==> config.mk <==
export PLATFORM = sky130hd
export DESIGN_NAME = rsq_rail_seq
export DESIGN_NICKNAME = d
export VERILOG_FILES = /design/src/verilog/rsq_pkg.sv /design/src/verilog/rsq_delay_timer.sv /design/src/verilog/rsq_rail_seq.sv
export SDC_FILE = /design/constraint.sdc
export NUM_CORES = 2
export LEC_CHECK = 0
export BUFFER_PORTS_ARGS = -buffer_cell sky130_fd_sc_hd__buf_2
export CAP_MARGIN = 10
export CORE_MARGIN = 5
export CORE_UTILIZATION = 25
export DETAILED_ROUTE_END_ITERATION = 10
export PLACE_DENSITY_LB_ADDON = 0.1
export SLEW_MARGIN = 10
export SYNTH_ARGS = -nofsm -noshare
export SYNTH_HDL_FRONTEND = slang
export SYNTH_HIERARCHICAL = 1
export SYNTH_SLANG_ARGS = --single-unit
export TNS_END_PERCENT = 50
==> constraint.sdc <==
create_clock -name clk_sys_in -period 4.4 [get_ports clk_sys_in]
set_input_delay 0.44 -clock clk_sys_in [delete_from_list [all_inputs] [get_ports clk_sys_in]]
set_output_delay 0.44 -clock clk_sys_in [all_outputs]
set_load 0.05 [all_outputs]
==> src/verilog/rsq_pkg.sv <==
// constants shared by the rail sequencer and its delay timer
package rsq_pkg;
    localparam int NUM_RAILS = 12;
    localparam int NUM_CTL   = 6;
    localparam int NUM_STAT  = 4;
    localparam int RAIL_FIRST_BUCK_RAIL = 0;
    localparam int RAIL_AON   = 6;

    // timing: 20 MHz system clock, delays are programmed in whole ms
    localparam int CLK_PERIOD_NS = 50;
    localparam int ONE_MS_NS     = 1000000;
    localparam int CYCLES_PER_MS = ONE_MS_NS / CLK_PERIOD_NS;
    localparam int MS_CNT_W      = 16;
    localparam int DLY_W         = 7;

    localparam logic [6:0] STAT1_DLY_MIN_MS = 7'h00;
    localparam logic [6:0] STAT1_DLY_MAX_MS = 7'h0f;
    localparam logic [6:0] STAT3_DLY_MIN_MS = 7'h05;
    localparam logic [6:0] STAT_DLY_MIN_MS  = 7'h00;
    localparam logic [6:0] STAT_DLY_MAX_MS  = 7'h64;

    // register byte offsets
    localparam logic [7:0] ADDR_SW_EN    = 8'h00;
    localparam logic [7:0] ADDR_CTRL     = 8'h04;
    localparam logic [7:0] ADDR_VCODE    = 8'h08;
    localparam logic [7:0] ADDR_STAT_CFG = 8'h0c;
    localparam logic [7:0] ADDR_PG_STAT  = 8'h10;
    localparam logic [7:0] ADDR_EN_STAT  = 8'h14;
    localparam logic [7:0] ADDR_STAT_DLY = 8'h18;
    localparam logic [3:0] ADDR_MBR_HI   = 4'h2;
    localparam logic [1:0] ADDR_RCFG_HI  = 2'h1;

    // field positions
    localparam int CTRL_SLP3_BIT  = 0;
    localparam int CTRL_SLP6_BIT  = 1;
    localparam int CTRL_DECAY_BIT = 2;
    localparam int CTRL_AON_BIT   = 3;
    localparam int VC_NORM_LSB    = 0;
    localparam int VC_SLP_LSB     = 8;
    localparam int SCFG_MODE_LSB  = 0;
    localparam int SCFG_LVL_LSB   = 4;
    localparam int EN_STAT_LSB    = 0;
    localparam int EN_GOUT_LSB    = 12;
    localparam int EN_SLEEP_BIT   = 16;
    localparam int RCFG_CTL_LSB   = 0;
    localparam int RCFG_PG_LSB    = 4;
    localparam int RCFG_UP_LSB    = 8;
    localparam int RCFG_DN_LSB    = 16;
    localparam int SDLY_STRIDE    = 8;

    // reset values
    localparam logic [31:0] SW_EN_RST    = 32'h0000_0000;
    localparam logic [31:0] CTRL_RST     = 32'h0000_0008;
    localparam logic [31:0] VCODE_RST    = 32'h0000_0000;
    localparam logic [31:0] STAT_CFG_RST = 32'h0000_0000;
    localparam logic [31:0] STAT_DLY_RST = 32'h0000_0500;
    localparam logic [31:0] MBR_RST      = 32'h0000_0000;
    localparam logic [31:0] RCFG_RST     = 32'h0000_00f0;
    localparam logic [3:0]  PG_SRC_NONE  = 4'hf;

    localparam logic [1:0] RSP_OKAY   = 2'h0;
    localparam logic [1:0] RSP_DECERR = 2'h3;
endpackage : rsq_pkg

==> src/verilog/rsq_delay_timer.sv <==
// restartable millisecond delay timer
`timescale 1ns/1ps
`default_nettype none
module rsq_delay_timer #(
    parameter int CYC_PER_MS = rsq_pkg::CYCLES_PER_MS
) (
    input  wire logic                     clk_sys_in,
    input  wire logic                     rstn_in,
    input  wire logic                     cond_in,
    input  wire logic [rsq_pkg::DLY_W-1:0] delay_ms_in,
    output logic                          done_out
);
    import rsq_pkg::*;

    logic [MS_CNT_W-1:0] sub_cnt;
    logic [DLY_W-1:0]    ms_cnt;

    localparam logic [MS_CNT_W-1:0] SUB_LAST = MS_CNT_W'(CYC_PER_MS - 1);

    // losing the condition throws away partial progress
    always_ff @(posedge clk_sys_in or negedge rstn_in) begin
        if (!rstn_in) begin
            sub_cnt  <= '0;
            ms_cnt   <= '0;
            done_out <= 1'b0;
        end else if (!cond_in) begin
            sub_cnt  <= '0;
            ms_cnt   <= '0;
            done_out <= 1'b0;
        end else if (!done_out) begin
            if (ms_cnt >= delay_ms_in) begin
                done_out <= 1'b1;
            end else if (sub_cnt == SUB_LAST) begin
                sub_cnt <= '0;
                ms_cnt  <= ms_cnt + 1'b1;
            end else begin
                sub_cnt <= sub_cnt + 1'b1;
            end
        end
    end
endmodule : rsq_delay_timer
`default_nettype wire

==> src/verilog/rsq_rail_seq.sv <==
// rail enable sequencer and power-good tree with an Avalon-MM slave
//
// Summary of operation
// - any rail's good may join any tree
// - first status output delay 0 to 15 ms
// - third status output delay 5 to 100 ms
// - second, fourth status delay 0 to 100 ms
// - four status pins plus readable good register
// - status pins may be software-driven outputs
// - enable by pin, prior good, or software
// - programmable delay from trigger to enable
// - software may enable any rail, or disable one that no pin or good request holds on
// - six control pins, rail picks one group
// - twelve rails: six buck, three linear, three switch
// - third, sixth control pins may be sleep
// - sleep low selects first buck sleep code
// - rail may follow a prior rail's good
// - good chaining combines with pin groups
// - always-on linear rail survives emergency shutdown
// - early pin waits for prerequisite good
// - independent power-down delay per rail
// - sleep entry decays or slews by select
`timescale 1ns/1ps
`default_nettype none
module rsq_rail_seq #(
    parameter int CYC_PER_MS = rsq_pkg::CYCLES_PER_MS
) (
    input  wire logic                           clk_sys_in,
    input  wire logic                           rstn_in,
    input  wire logic [7:0]                     avs_address_in,
    input  wire logic                           avs_read_in,
    input  wire logic                           avs_write_in,
    input  wire logic [31:0]                    avs_writedata_in,
    input  wire logic [3:0]                     avs_byteenable_in,
    output logic      [31:0]                    avs_readdata_out,
    output logic                                avs_waitrequest_out,
    output logic      [1:0]                     avs_response_out,
    input  wire logic [rsq_pkg::NUM_CTL-1:0]    group_control_input_in,
    input  wire logic [rsq_pkg::NUM_RAILS-1:0]  rail_good_signal_in,
    input  wire logic                           emerg_shdn_in,
    output logic      [rsq_pkg::NUM_RAILS-1:0]  rail_en_out,
    output logic      [rsq_pkg::NUM_STAT-1:0]   status_output_out,
    output logic      [6:0]                     first_buck_rail_vcode_out,
    output logic                                first_buck_rail_sleep_out,
    output logic                                decay_select_out
);
    import rsq_pkg::*;

    // ---------------- register storage
    logic [31:0] sw_en;
    logic [31:0] ctrl;
    logic [31:0] vcode;
    logic [31:0] stat_cfg;
    logic [31:0] stat_dly;
    logic [31:0] mbr  [NUM_STAT];
    logic [31:0] rcfg [NUM_RAILS];

    // ---------------- helpers
    function automatic logic [31:0] merge_be(input logic [31:0] old_v,
                                             input logic [31:0] new_v,
                                             input logic [3:0]  be);
        logic [31:0] r;
        r = old_v;
        for (int b = 0; b < 4; b++) begin
            if (be[b]) begin
                r[b*8 +: 8] = new_v[b*8 +: 8];
            end
        end
        return r;
    endfunction : merge_be

    function automatic logic [6:0] clamp_dly(input logic [6:0] v,
                                             input logic [6:0] lo,
                                             input logic [6:0] hi);
        if (v < lo) begin
            return lo;
        end else if (v > hi) begin
            return hi;
        end
        return v;
    endfunction : clamp_dly

    function automatic logic is_mbr(input logic [7:0] a);
        return (a[7:4] == ADDR_MBR_HI);
    endfunction : is_mbr

    function automatic logic is_rcfg(input logic [7:0] a);
        return (a[7:6] == ADDR_RCFG_HI) && (a[5:2] < 4'(NUM_RAILS));
    endfunction : is_rcfg

    // ---------------- bus handshake
    // one wait cycle: decode and capture read data, then answer;
    // the write lands on the same edge the master sees waitrequest low
    logic        bus_req;
    logic        bus_take;
    logic [31:0] next_rdata;
    logic        next_hit;

    assign bus_req  = (avs_read_in ^ avs_write_in);
    assign bus_take = bus_req && !avs_waitrequest_out;

    always_ff @(posedge clk_sys_in or negedge rstn_in) begin
        if (!rstn_in) begin
            avs_waitrequest_out <= 1'b1;
        end else if (bus_req && avs_waitrequest_out) begin
            avs_waitrequest_out <= 1'b0;
        end else begin
            avs_waitrequest_out <= 1'b1;
        end
    end

    always_ff @(posedge clk_sys_in or negedge rstn_in) begin
        if (!rstn_in) begin
            avs_readdata_out <= 32'h0000_0000;
            avs_response_out <= RSP_OKAY;
        end else if (bus_req && avs_waitrequest_out) begin
            avs_readdata_out <= avs_read_in ? next_rdata : 32'h0000_0000;
            avs_response_out <= next_hit ? RSP_OKAY : RSP_DECERR;
        end
    end

    // ---------------- read decode
    logic [31:0] pg_stat;
    logic [31:0] en_stat;
    logic        sleep_req;

    // per-rail good is visible to software as well as on the pins
    assign pg_stat = {20'h00000, rail_good_signal_in};
    always_comb begin
        en_stat = 32'h0000_0000;
        en_stat[EN_STAT_LSB +: NUM_RAILS] = rail_en_out;
        en_stat[EN_GOUT_LSB +: NUM_STAT]  = status_output_out;
        en_stat[EN_SLEEP_BIT]             = first_buck_rail_sleep_out;
    end

    always_comb begin
        next_rdata = 32'h0000_0000;
        next_hit   = 1'b1;
        if (avs_address_in == ADDR_SW_EN) begin
            next_rdata = sw_en;
        end else if (avs_address_in == ADDR_CTRL) begin
            next_rdata = ctrl;
        end else if (avs_address_in == ADDR_VCODE) begin
            next_rdata = vcode;
        end else if (avs_address_in == ADDR_STAT_CFG) begin
            next_rdata = stat_cfg;
        end else if (avs_address_in == ADDR_PG_STAT) begin
            next_rdata = pg_stat;
        end else if (avs_address_in == ADDR_EN_STAT) begin
            next_rdata = en_stat;
        end else if (avs_address_in == ADDR_STAT_DLY) begin
            next_rdata = stat_dly;
        end else if (is_mbr(avs_address_in)) begin
            next_rdata = mbr[avs_address_in[3:2]];
        end else if (is_rcfg(avs_address_in)) begin
            next_rdata = rcfg[avs_address_in[5:2]];
        end else begin
            next_hit = 1'b0;
        end
    end

    // ---------------- register writes
    logic wr_take;
    assign wr_take = bus_take && avs_write_in;

    always_ff @(posedge clk_sys_in or negedge rstn_in) begin
        if (!rstn_in) begin
            sw_en    <= SW_EN_RST;
            ctrl     <= CTRL_RST;
            vcode    <= VCODE_RST;
            stat_cfg <= STAT_CFG_RST;
            stat_dly <= STAT_DLY_RST;
        end else if (wr_take) begin
            if (avs_address_in == ADDR_SW_EN) begin
                // software path to turn any rail on, or off when no pin or good request holds it on
                sw_en <= merge_be(sw_en, avs_writedata_in,
                                  avs_byteenable_in) & 32'h0000_0fff;
            end else if (avs_address_in == ADDR_CTRL) begin
                ctrl <= merge_be(ctrl, avs_writedata_in,
                                 avs_byteenable_in) & 32'h0000_000f;
            end else if (avs_address_in == ADDR_VCODE) begin
                vcode <= merge_be(vcode, avs_writedata_in,
                                  avs_byteenable_in) & 32'h0000_7f7f;
            end else if (avs_address_in == ADDR_STAT_CFG) begin
                stat_cfg <= merge_be(stat_cfg, avs_writedata_in,
                                     avs_byteenable_in) & 32'h0000_00ff;
            end else if (avs_address_in == ADDR_STAT_DLY) begin
                stat_dly <= merge_be(stat_dly, avs_writedata_in,
                                     avs_byteenable_in) & 32'h7f7f_7f7f;
            end
        end
    end

    // tree membership: any rail into any tree
    always_ff @(posedge clk_sys_in or negedge rstn_in) begin
        if (!rstn_in) begin
            for (int t = 0; t < NUM_STAT; t++) begin
                mbr[t] <= MBR_RST;
            end
        end else if (wr_take && is_mbr(avs_address_in)) begin
            mbr[avs_address_in[3:2]] <=
                merge_be(mbr[avs_address_in[3:2]], avs_writedata_in,
                         avs_byteenable_in) & 32'h0000_0fff;
        end
    end

    // each of twelve rails picks one pin group
    always_ff @(posedge clk_sys_in or negedge rstn_in) begin
        if (!rstn_in) begin
            for (int r = 0; r < NUM_RAILS; r++) begin
                rcfg[r] <= RCFG_RST;
            end
        end else if (wr_take && is_rcfg(avs_address_in)) begin
            rcfg[avs_address_in[5:2]] <=
                merge_be(rcfg[avs_address_in[5:2]], avs_writedata_in,
                         avs_byteenable_in) & 32'h007f_7ff7;
        end
    end

    // ---------------- control pins: group enable or sleep
    logic [NUM_CTL-1:0] grp_level;

    // a pin used as sleep no longer acts as a group enable
    always_comb begin
        grp_level    = group_control_input_in;
        grp_level[2] = group_control_input_in[2] && !ctrl[CTRL_SLP3_BIT];
        grp_level[5] = group_control_input_in[5] && !ctrl[CTRL_SLP6_BIT];
    end

    assign sleep_req = (ctrl[CTRL_SLP3_BIT] && !group_control_input_in[2])
                    || (ctrl[CTRL_SLP6_BIT] && !group_control_input_in[5]);

    // ---------------- per-rail enable request
    logic [NUM_RAILS-1:0] rail_req;
    logic [NUM_RAILS-1:0] up_cond;
    logic [NUM_RAILS-1:0] dn_cond;
    logic [NUM_RAILS-1:0] up_done;
    logic [NUM_RAILS-1:0] dn_done;
    logic [NUM_RAILS-1:0] aon_mask;

    always_comb begin
        aon_mask = '0;
        aon_mask[RAIL_AON] = ctrl[CTRL_AON_BIT];
    end

    always_comb begin
        logic [2:0] csel;
        logic [3:0] psel;
        logic       ctl_met;
        logic       pg_met;
        logic       auto_on;
        csel    = 3'h0;
        psel    = PG_SRC_NONE;
        ctl_met = 1'b0;
        pg_met  = 1'b0;
        auto_on = 1'b0;
        rail_req = '0;
        for (int r = 0; r < NUM_RAILS; r++) begin
            csel = rcfg[r][RCFG_CTL_LSB +: 3];
            psel = rcfg[r][RCFG_PG_LSB +: 4];
            ctl_met = (csel == 3'h0) || (csel > 3'(NUM_CTL)) ? 1'b1
                    : grp_level[csel - 3'h1];
            // a pin that rises early still waits for the prior good
            pg_met  = (psel >= 4'(NUM_RAILS)) ? 1'b1
                    : rail_good_signal_in[psel];
            auto_on = ((csel != 3'h0) && (csel <= 3'(NUM_CTL)))
                   || (psel < 4'(NUM_RAILS));
            // pin, chained good, or software, and pin with good
            rail_req[r] = sw_en[r]
                       || (auto_on && ctl_met && pg_met);
        end
    end

    // emergency shutdown blocks power-up except the always-on rail
    assign up_cond = rail_req & (~{NUM_RAILS{emerg_shdn_in}} | aon_mask);
    assign dn_cond = ~rail_req;

    // separate power-up and power-down delay per rail
    for (genvar g = 0; g < NUM_RAILS; g++) begin : g_rail
        rsq_delay_timer #(
            .CYC_PER_MS (CYC_PER_MS)
        ) u_up (
            .clk_sys_in  (clk_sys_in),
            .rstn_in     (rstn_in),
            .cond_in     (up_cond[g]),
            .delay_ms_in (rcfg[g][RCFG_UP_LSB +: DLY_W]),
            .done_out    (up_done[g])
        );
        rsq_delay_timer #(
            .CYC_PER_MS (CYC_PER_MS)
        ) u_dn (
            .clk_sys_in  (clk_sys_in),
            .rstn_in     (rstn_in),
            .cond_in     (dn_cond[g]),
            .delay_ms_in (rcfg[g][RCFG_DN_LSB +: DLY_W]),
            .done_out    (dn_done[g])
        );
    end

    always_ff @(posedge clk_sys_in or negedge rstn_in) begin
        if (!rstn_in) begin
            rail_en_out <= '0;
        end else begin
            for (int r = 0; r < NUM_RAILS; r++) begin
                if (emerg_shdn_in && !aon_mask[r]) begin
                    rail_en_out[r] <= 1'b0;
                end else if (up_done[r]) begin
                    rail_en_out[r] <= 1'b1;
                end else if (dn_done[r]) begin
                    rail_en_out[r] <= 1'b0;
                end
            end
        end
    end

    // ---------------- first buck sleep control
    // the regulator holds the selected code; decay only on the way down
    always_ff @(posedge clk_sys_in or negedge rstn_in) begin
        if (!rstn_in) begin
            first_buck_rail_vcode_out <= 7'h00;
            first_buck_rail_sleep_out <= 1'b0;
            decay_select_out <= 1'b0;
        end else begin
            first_buck_rail_sleep_out <= sleep_req;
            first_buck_rail_vcode_out <= sleep_req ? vcode[VC_SLP_LSB +: 7]
                                         : vcode[VC_NORM_LSB +: 7];
            decay_select_out <= sleep_req && ctrl[CTRL_DECAY_BIT];
        end
    end

    // ---------------- power-good trees
    logic [NUM_STAT-1:0] tree_all;
    logic [NUM_STAT-1:0] tree_done;
    logic [6:0]          tree_dly [NUM_STAT];

    always_comb begin
        for (int t = 0; t < NUM_STAT; t++) begin
            // an empty tree never reports good
            tree_all[t] = !emerg_shdn_in && (|mbr[t][NUM_RAILS-1:0])
                && (&(rail_good_signal_in | ~mbr[t][NUM_RAILS-1:0]));
        end
    end

    // out-of-range settings are clamped into the legal window
    assign tree_dly[0] = clamp_dly(stat_dly[0*SDLY_STRIDE +: 7],
                                   STAT1_DLY_MIN_MS,
                                   STAT1_DLY_MAX_MS);
    assign tree_dly[1] = clamp_dly(stat_dly[1*SDLY_STRIDE +: 7],
                                   STAT_DLY_MIN_MS,
                                   STAT_DLY_MAX_MS);
    assign tree_dly[2] = clamp_dly(stat_dly[2*SDLY_STRIDE +: 7],
                                   STAT3_DLY_MIN_MS,
                                   STAT_DLY_MAX_MS);
    assign tree_dly[3] = clamp_dly(stat_dly[3*SDLY_STRIDE +: 7],
                                   STAT_DLY_MIN_MS,
                                   STAT_DLY_MAX_MS);

    for (genvar g = 0; g < NUM_STAT; g++) begin : g_tree
        rsq_delay_timer #(
            .CYC_PER_MS (CYC_PER_MS)
        ) u_pg (
            .clk_sys_in  (clk_sys_in),
            .rstn_in     (rstn_in),
            .cond_in     (tree_all[g]),
            .delay_ms_in (tree_dly[g]),
            .done_out    (tree_done[g])
        );
    end

    // drop is gated by tree_all directly, so it skips the delay
    always_ff @(posedge clk_sys_in or negedge rstn_in) begin
        if (!rstn_in) begin
            status_output_out <= '0;
        end else begin
            for (int t = 0; t < NUM_STAT; t++) begin
                if (stat_cfg[SCFG_MODE_LSB + t]) begin
                    // shutdown pulls software-driven pins low as well
                    status_output_out[t] <= !emerg_shdn_in
                        && stat_cfg[SCFG_LVL_LSB + t];
                end else begin
                    status_output_out[t] <= tree_all[t]
                                         && tree_done[t];
                end
            end
        end
    end
endmodule : rsq_rail_seq
`default_nettype wire

==> impl_metrics.toml <==
[status]
status = "complete, no violations"

[setup_path]
rrSetupSlack_ns = 0.81
critPathLaunchType = "flop"
timing.rr.start = "rcfg[192]"
crit_arrival_ns = 4.30
ff2ff_path_depth = 11
cp_max_fo = 12
rr_endpoint = "g_rail[5].u_dn/sub_cnt[12]"
cp-end-kind = "flop"
critPathKind = "reg2reg"
required_ns = 5.10

[layout]
drive_above_1_share = 0.154
final_cell_mix = "1043 x dfrtp_1, 579 x nand2_1, 377 x o21ai_0, 368 x inv_1, 359 x a22o_1"
final_common_cell = "dfrtp_1"
design_area_um2 = 77100
area_growth_pct = 15.7
finalNonFillerCells = 10500
nets = 7156
num-fill-cells = 27700

[synthesis]
syn-cell-area_um2 = 66600
synthMuxAreaShare = 0.0811
async_flop_share = 1.00
synth-edff-count = 0
synthAdderAreaFrac = 0.0541
yosys.area_share.simple = 0.172
synth_top_family_by_area = "compound AO/OA/AOI/OAI gates"
synth_top_area_cell = "dfrtp_1"
yosys_warnings = 6
synth.distinct_cells = 89
synth_top_cell_area_share = 0.392
synth-seq-cells = 1095
synth-compound-area-share = 0.227
ys.flop_type = "dfrtp_1"
post_synth_inst_count = 6639
syn_avg_cell_area_um2 = 10.0
synthXorXnorAreaFrac = 0.00907
synth.area.top_cells = "dfrtp_1 39%, ha_1 5.4%, a22o_1 4.7%"
ys_seq_area_frac = 0.412

[grt]
grt_use_total = 0.163
grt_overflow = 0
antenna_found_initial = 28
grt_max_degree = 108
grt_pass1_wl_um = 351000
grt_pass1_vias = 52000

[routing]
wl_per_cell_um = 22.1
postRouteAntennaNets = 0
drt_iter0_drc = 3709
viasPerCell = 5.13
remaining_drc_errors = 0
vias = 53700
firstDrtPassIters = 8
wirelength_um = 231000

[sta]
fmax_ghz = 0.278
hold_violations = 0
post-route-period-util = 0.817
setup_viol = 0
fin_crit_ns = 3.59
worstMarginPinSlew_ns = 1.23
slew_headroom = 0.173
fin_skew_ns = 0.0351
maxSlewViolCount = 0
rsz0062_at_grt = "no"
finalSetupTns_ns = 0

[floorplan]
dieArea_um2 = 277000
ios = 127
fp.dieH_um = 526
die-width_um = 526
rows = 189
start_util = 0.251
core_area_um2 = 265000

[clocking]
htree_levels = 4
cts_num_sinks = 1095
numCtsBuffers = 147
cts.repair.resized = 0
clock_path_buffers = 3
cts-root-buf = "clkbuf_16"
path_clk_slew_ns = 0.06
cts_tree = "done"
clock_latency_ns = 0.81

[place]
dp.final_hpwl_um = 165000
gp_congestion = 0.843
dpl-instance-area_um2 = 71700
placed_cells = 10200
io_buffers = 121

[flow_run]
cap_violations = 0

[power_and_ir_drop]
ir_worst_vdd_v = 0.000431
p_per_area_nw_per_um2 = 336
p_leak_uw = 0.0320

[min_path]
hold_path_class = "in2reg"
worstHoldEndpoint = "ctrl[3]"
worstHoldStart = "avs_writedata_in[3]"
holdPathStages = 2
==> power breakdown <==
group	switching, µW	internal, µW	total (µW)
clock	4980	7570	12600
combinational	1860	948	2800
sequential	262	10200	10500
==> flip-flops by register name, summed over array words and instances, names as in the netlist, 7 cells and up <==
name / count
rail_en_out: 12
g_rail.u_up/done_out: 12
g_tree.u_pg/sub_cnt: 64
vcode: 14
g_rail.u_up/ms_cnt: 84
avs_readdata_out: 30
stat_cfg: 8
g_rail.u_up/sub_cnt: 192
mbr: 48
sw_en: 12
stat_dly: 28
g_rail.u_dn/done_out: 12
g_tree.u_pg/ms_cnt: 28
g_rail.u_dn/sub_cnt: 192
g_rail.u_dn/ms_cnt: 84
rcfg: 252
first_buck_rail_vcode_out: 7
==> cell usage after synthesis, drive strengths merged (13+ instances only) <==
cell,n
a21boi,149
nand2,580
nor2,271
nor2b,58
a211oi,48
mux2,149
clkbuf,203
o2bb2ai,56
and2b,28
nor3,157
o41a,28
dfrtp,1043
o41ai,28
mux4,81
nor4,43
and3,85
a21oi,185
ha,288
a22o,359
o2111ai,29
a31oi,115
dfstp,52
xnor2,56
xor2,13
o21a,85
o21ai,573
nand2b,40
inv,368
a22oi,26
mux2i,190
or4b,56
nand3,298
a222oi,18
nand3b,34
buf,108
or3,142
a21o,38
a221oi,20
o22ai,61
and2,95
nor4b,29
a2111oi,45
nand4,155
o211ai,69
o211a,32
==> critical path, stage by stage, from the launching register on <==
cell and delay (ns):
dfrtp_1 0.46, inv_1 0.11, ha_1 0.22, xor2_1 0.19, mux4_2 0.33, a2111oi_0 0.42, buf_4 0.20, a21o_1 0.32
o41a_1 0.43, o211a_1 0.51, nand2_1 0.13, o22ai_1 0.17
==> stage by stage <==
step	utilization	total power, µW	hold WS (ns)	setup WS, ns
2_1_floorplan	-	12200	0.144	1.11
3_3_place_gp	0.271	13500	0.465	0.566
3_5_place_dp	0.271	13500	0.469	0.525
4_1_cts	0.290	26400	0.0187	0.727
5_1_grt	0.291	27100	0.0290	0.489
6_report	0.291	25900	0.101	0.807
==> how the worst max path moves through the flow <==
stage | start | to | slack (ns) | cells past startpoint
after floorplan | rail_good_signal_in[2] | g_tree[0].u_pg/sub_cnt[12] | 1.11 | 9
after global placement | rail_good_signal_in[0] | g_rail[8].u_dn/sub_cnt[12] | 0.57 | 9
after detailed placement | rail_good_signal_in[0] | g_rail[8].u_dn/sub_cnt[12] | 0.52 | 9
after CTS | rcfg[96] | g_rail[8].u_dn/sub_cnt[12] | 0.73 | 11
after global routing | rcfg[192] | g_rail[5].u_dn/sub_cnt[12] | 0.49 | 11
final | rcfg[192] | g_rail[5].u_dn/sub_cnt[12] | 0.81 | 11
==> layout make-up <==
cell class	instances	area (µm²)	share of cell area
diodes	14	35.0	0.000455
clock inverters	46	542	0.00703
repair buffers	320	2300	0.0299
clock buffers	223	4490	0.0583
well taps	3533	4420	0.0574
multi-input cells	4869	36400	0.473
flip-flops and latches	1095	27500	0.356
inverters	368	1380	0.0179
==> layer usage <==
metal	global-route usage	up-vias	wire length (µm)	part of all wire
li1	-	25300	-	-
met1	0.239	27000	113000	0.49
met2	0.249	1144	102000	0.44
met3	0.0292	261	11300	0.049
met4	0.0400	6	5080	0.022
met5	0	-	41	0.00018
==> repair_timing <==
action,4_1_cts,5_1_grt
setup buffers,0,0
setup endpoints to repair,0,0
hold buffers,21,0
endpoints found under the hold margin,99,0
==> cells by family after synthesis <==
group                      after synthesis
and+or+nand+nor                       2081
AOI/OAI and AO/OA                     2006
DFF                                   1095
buffers and inverters                  679
muxes                                  420
adders and majority gates              288
xor gates and xnor gates                69
other                                    1
(Power assumes the default switching activity.)
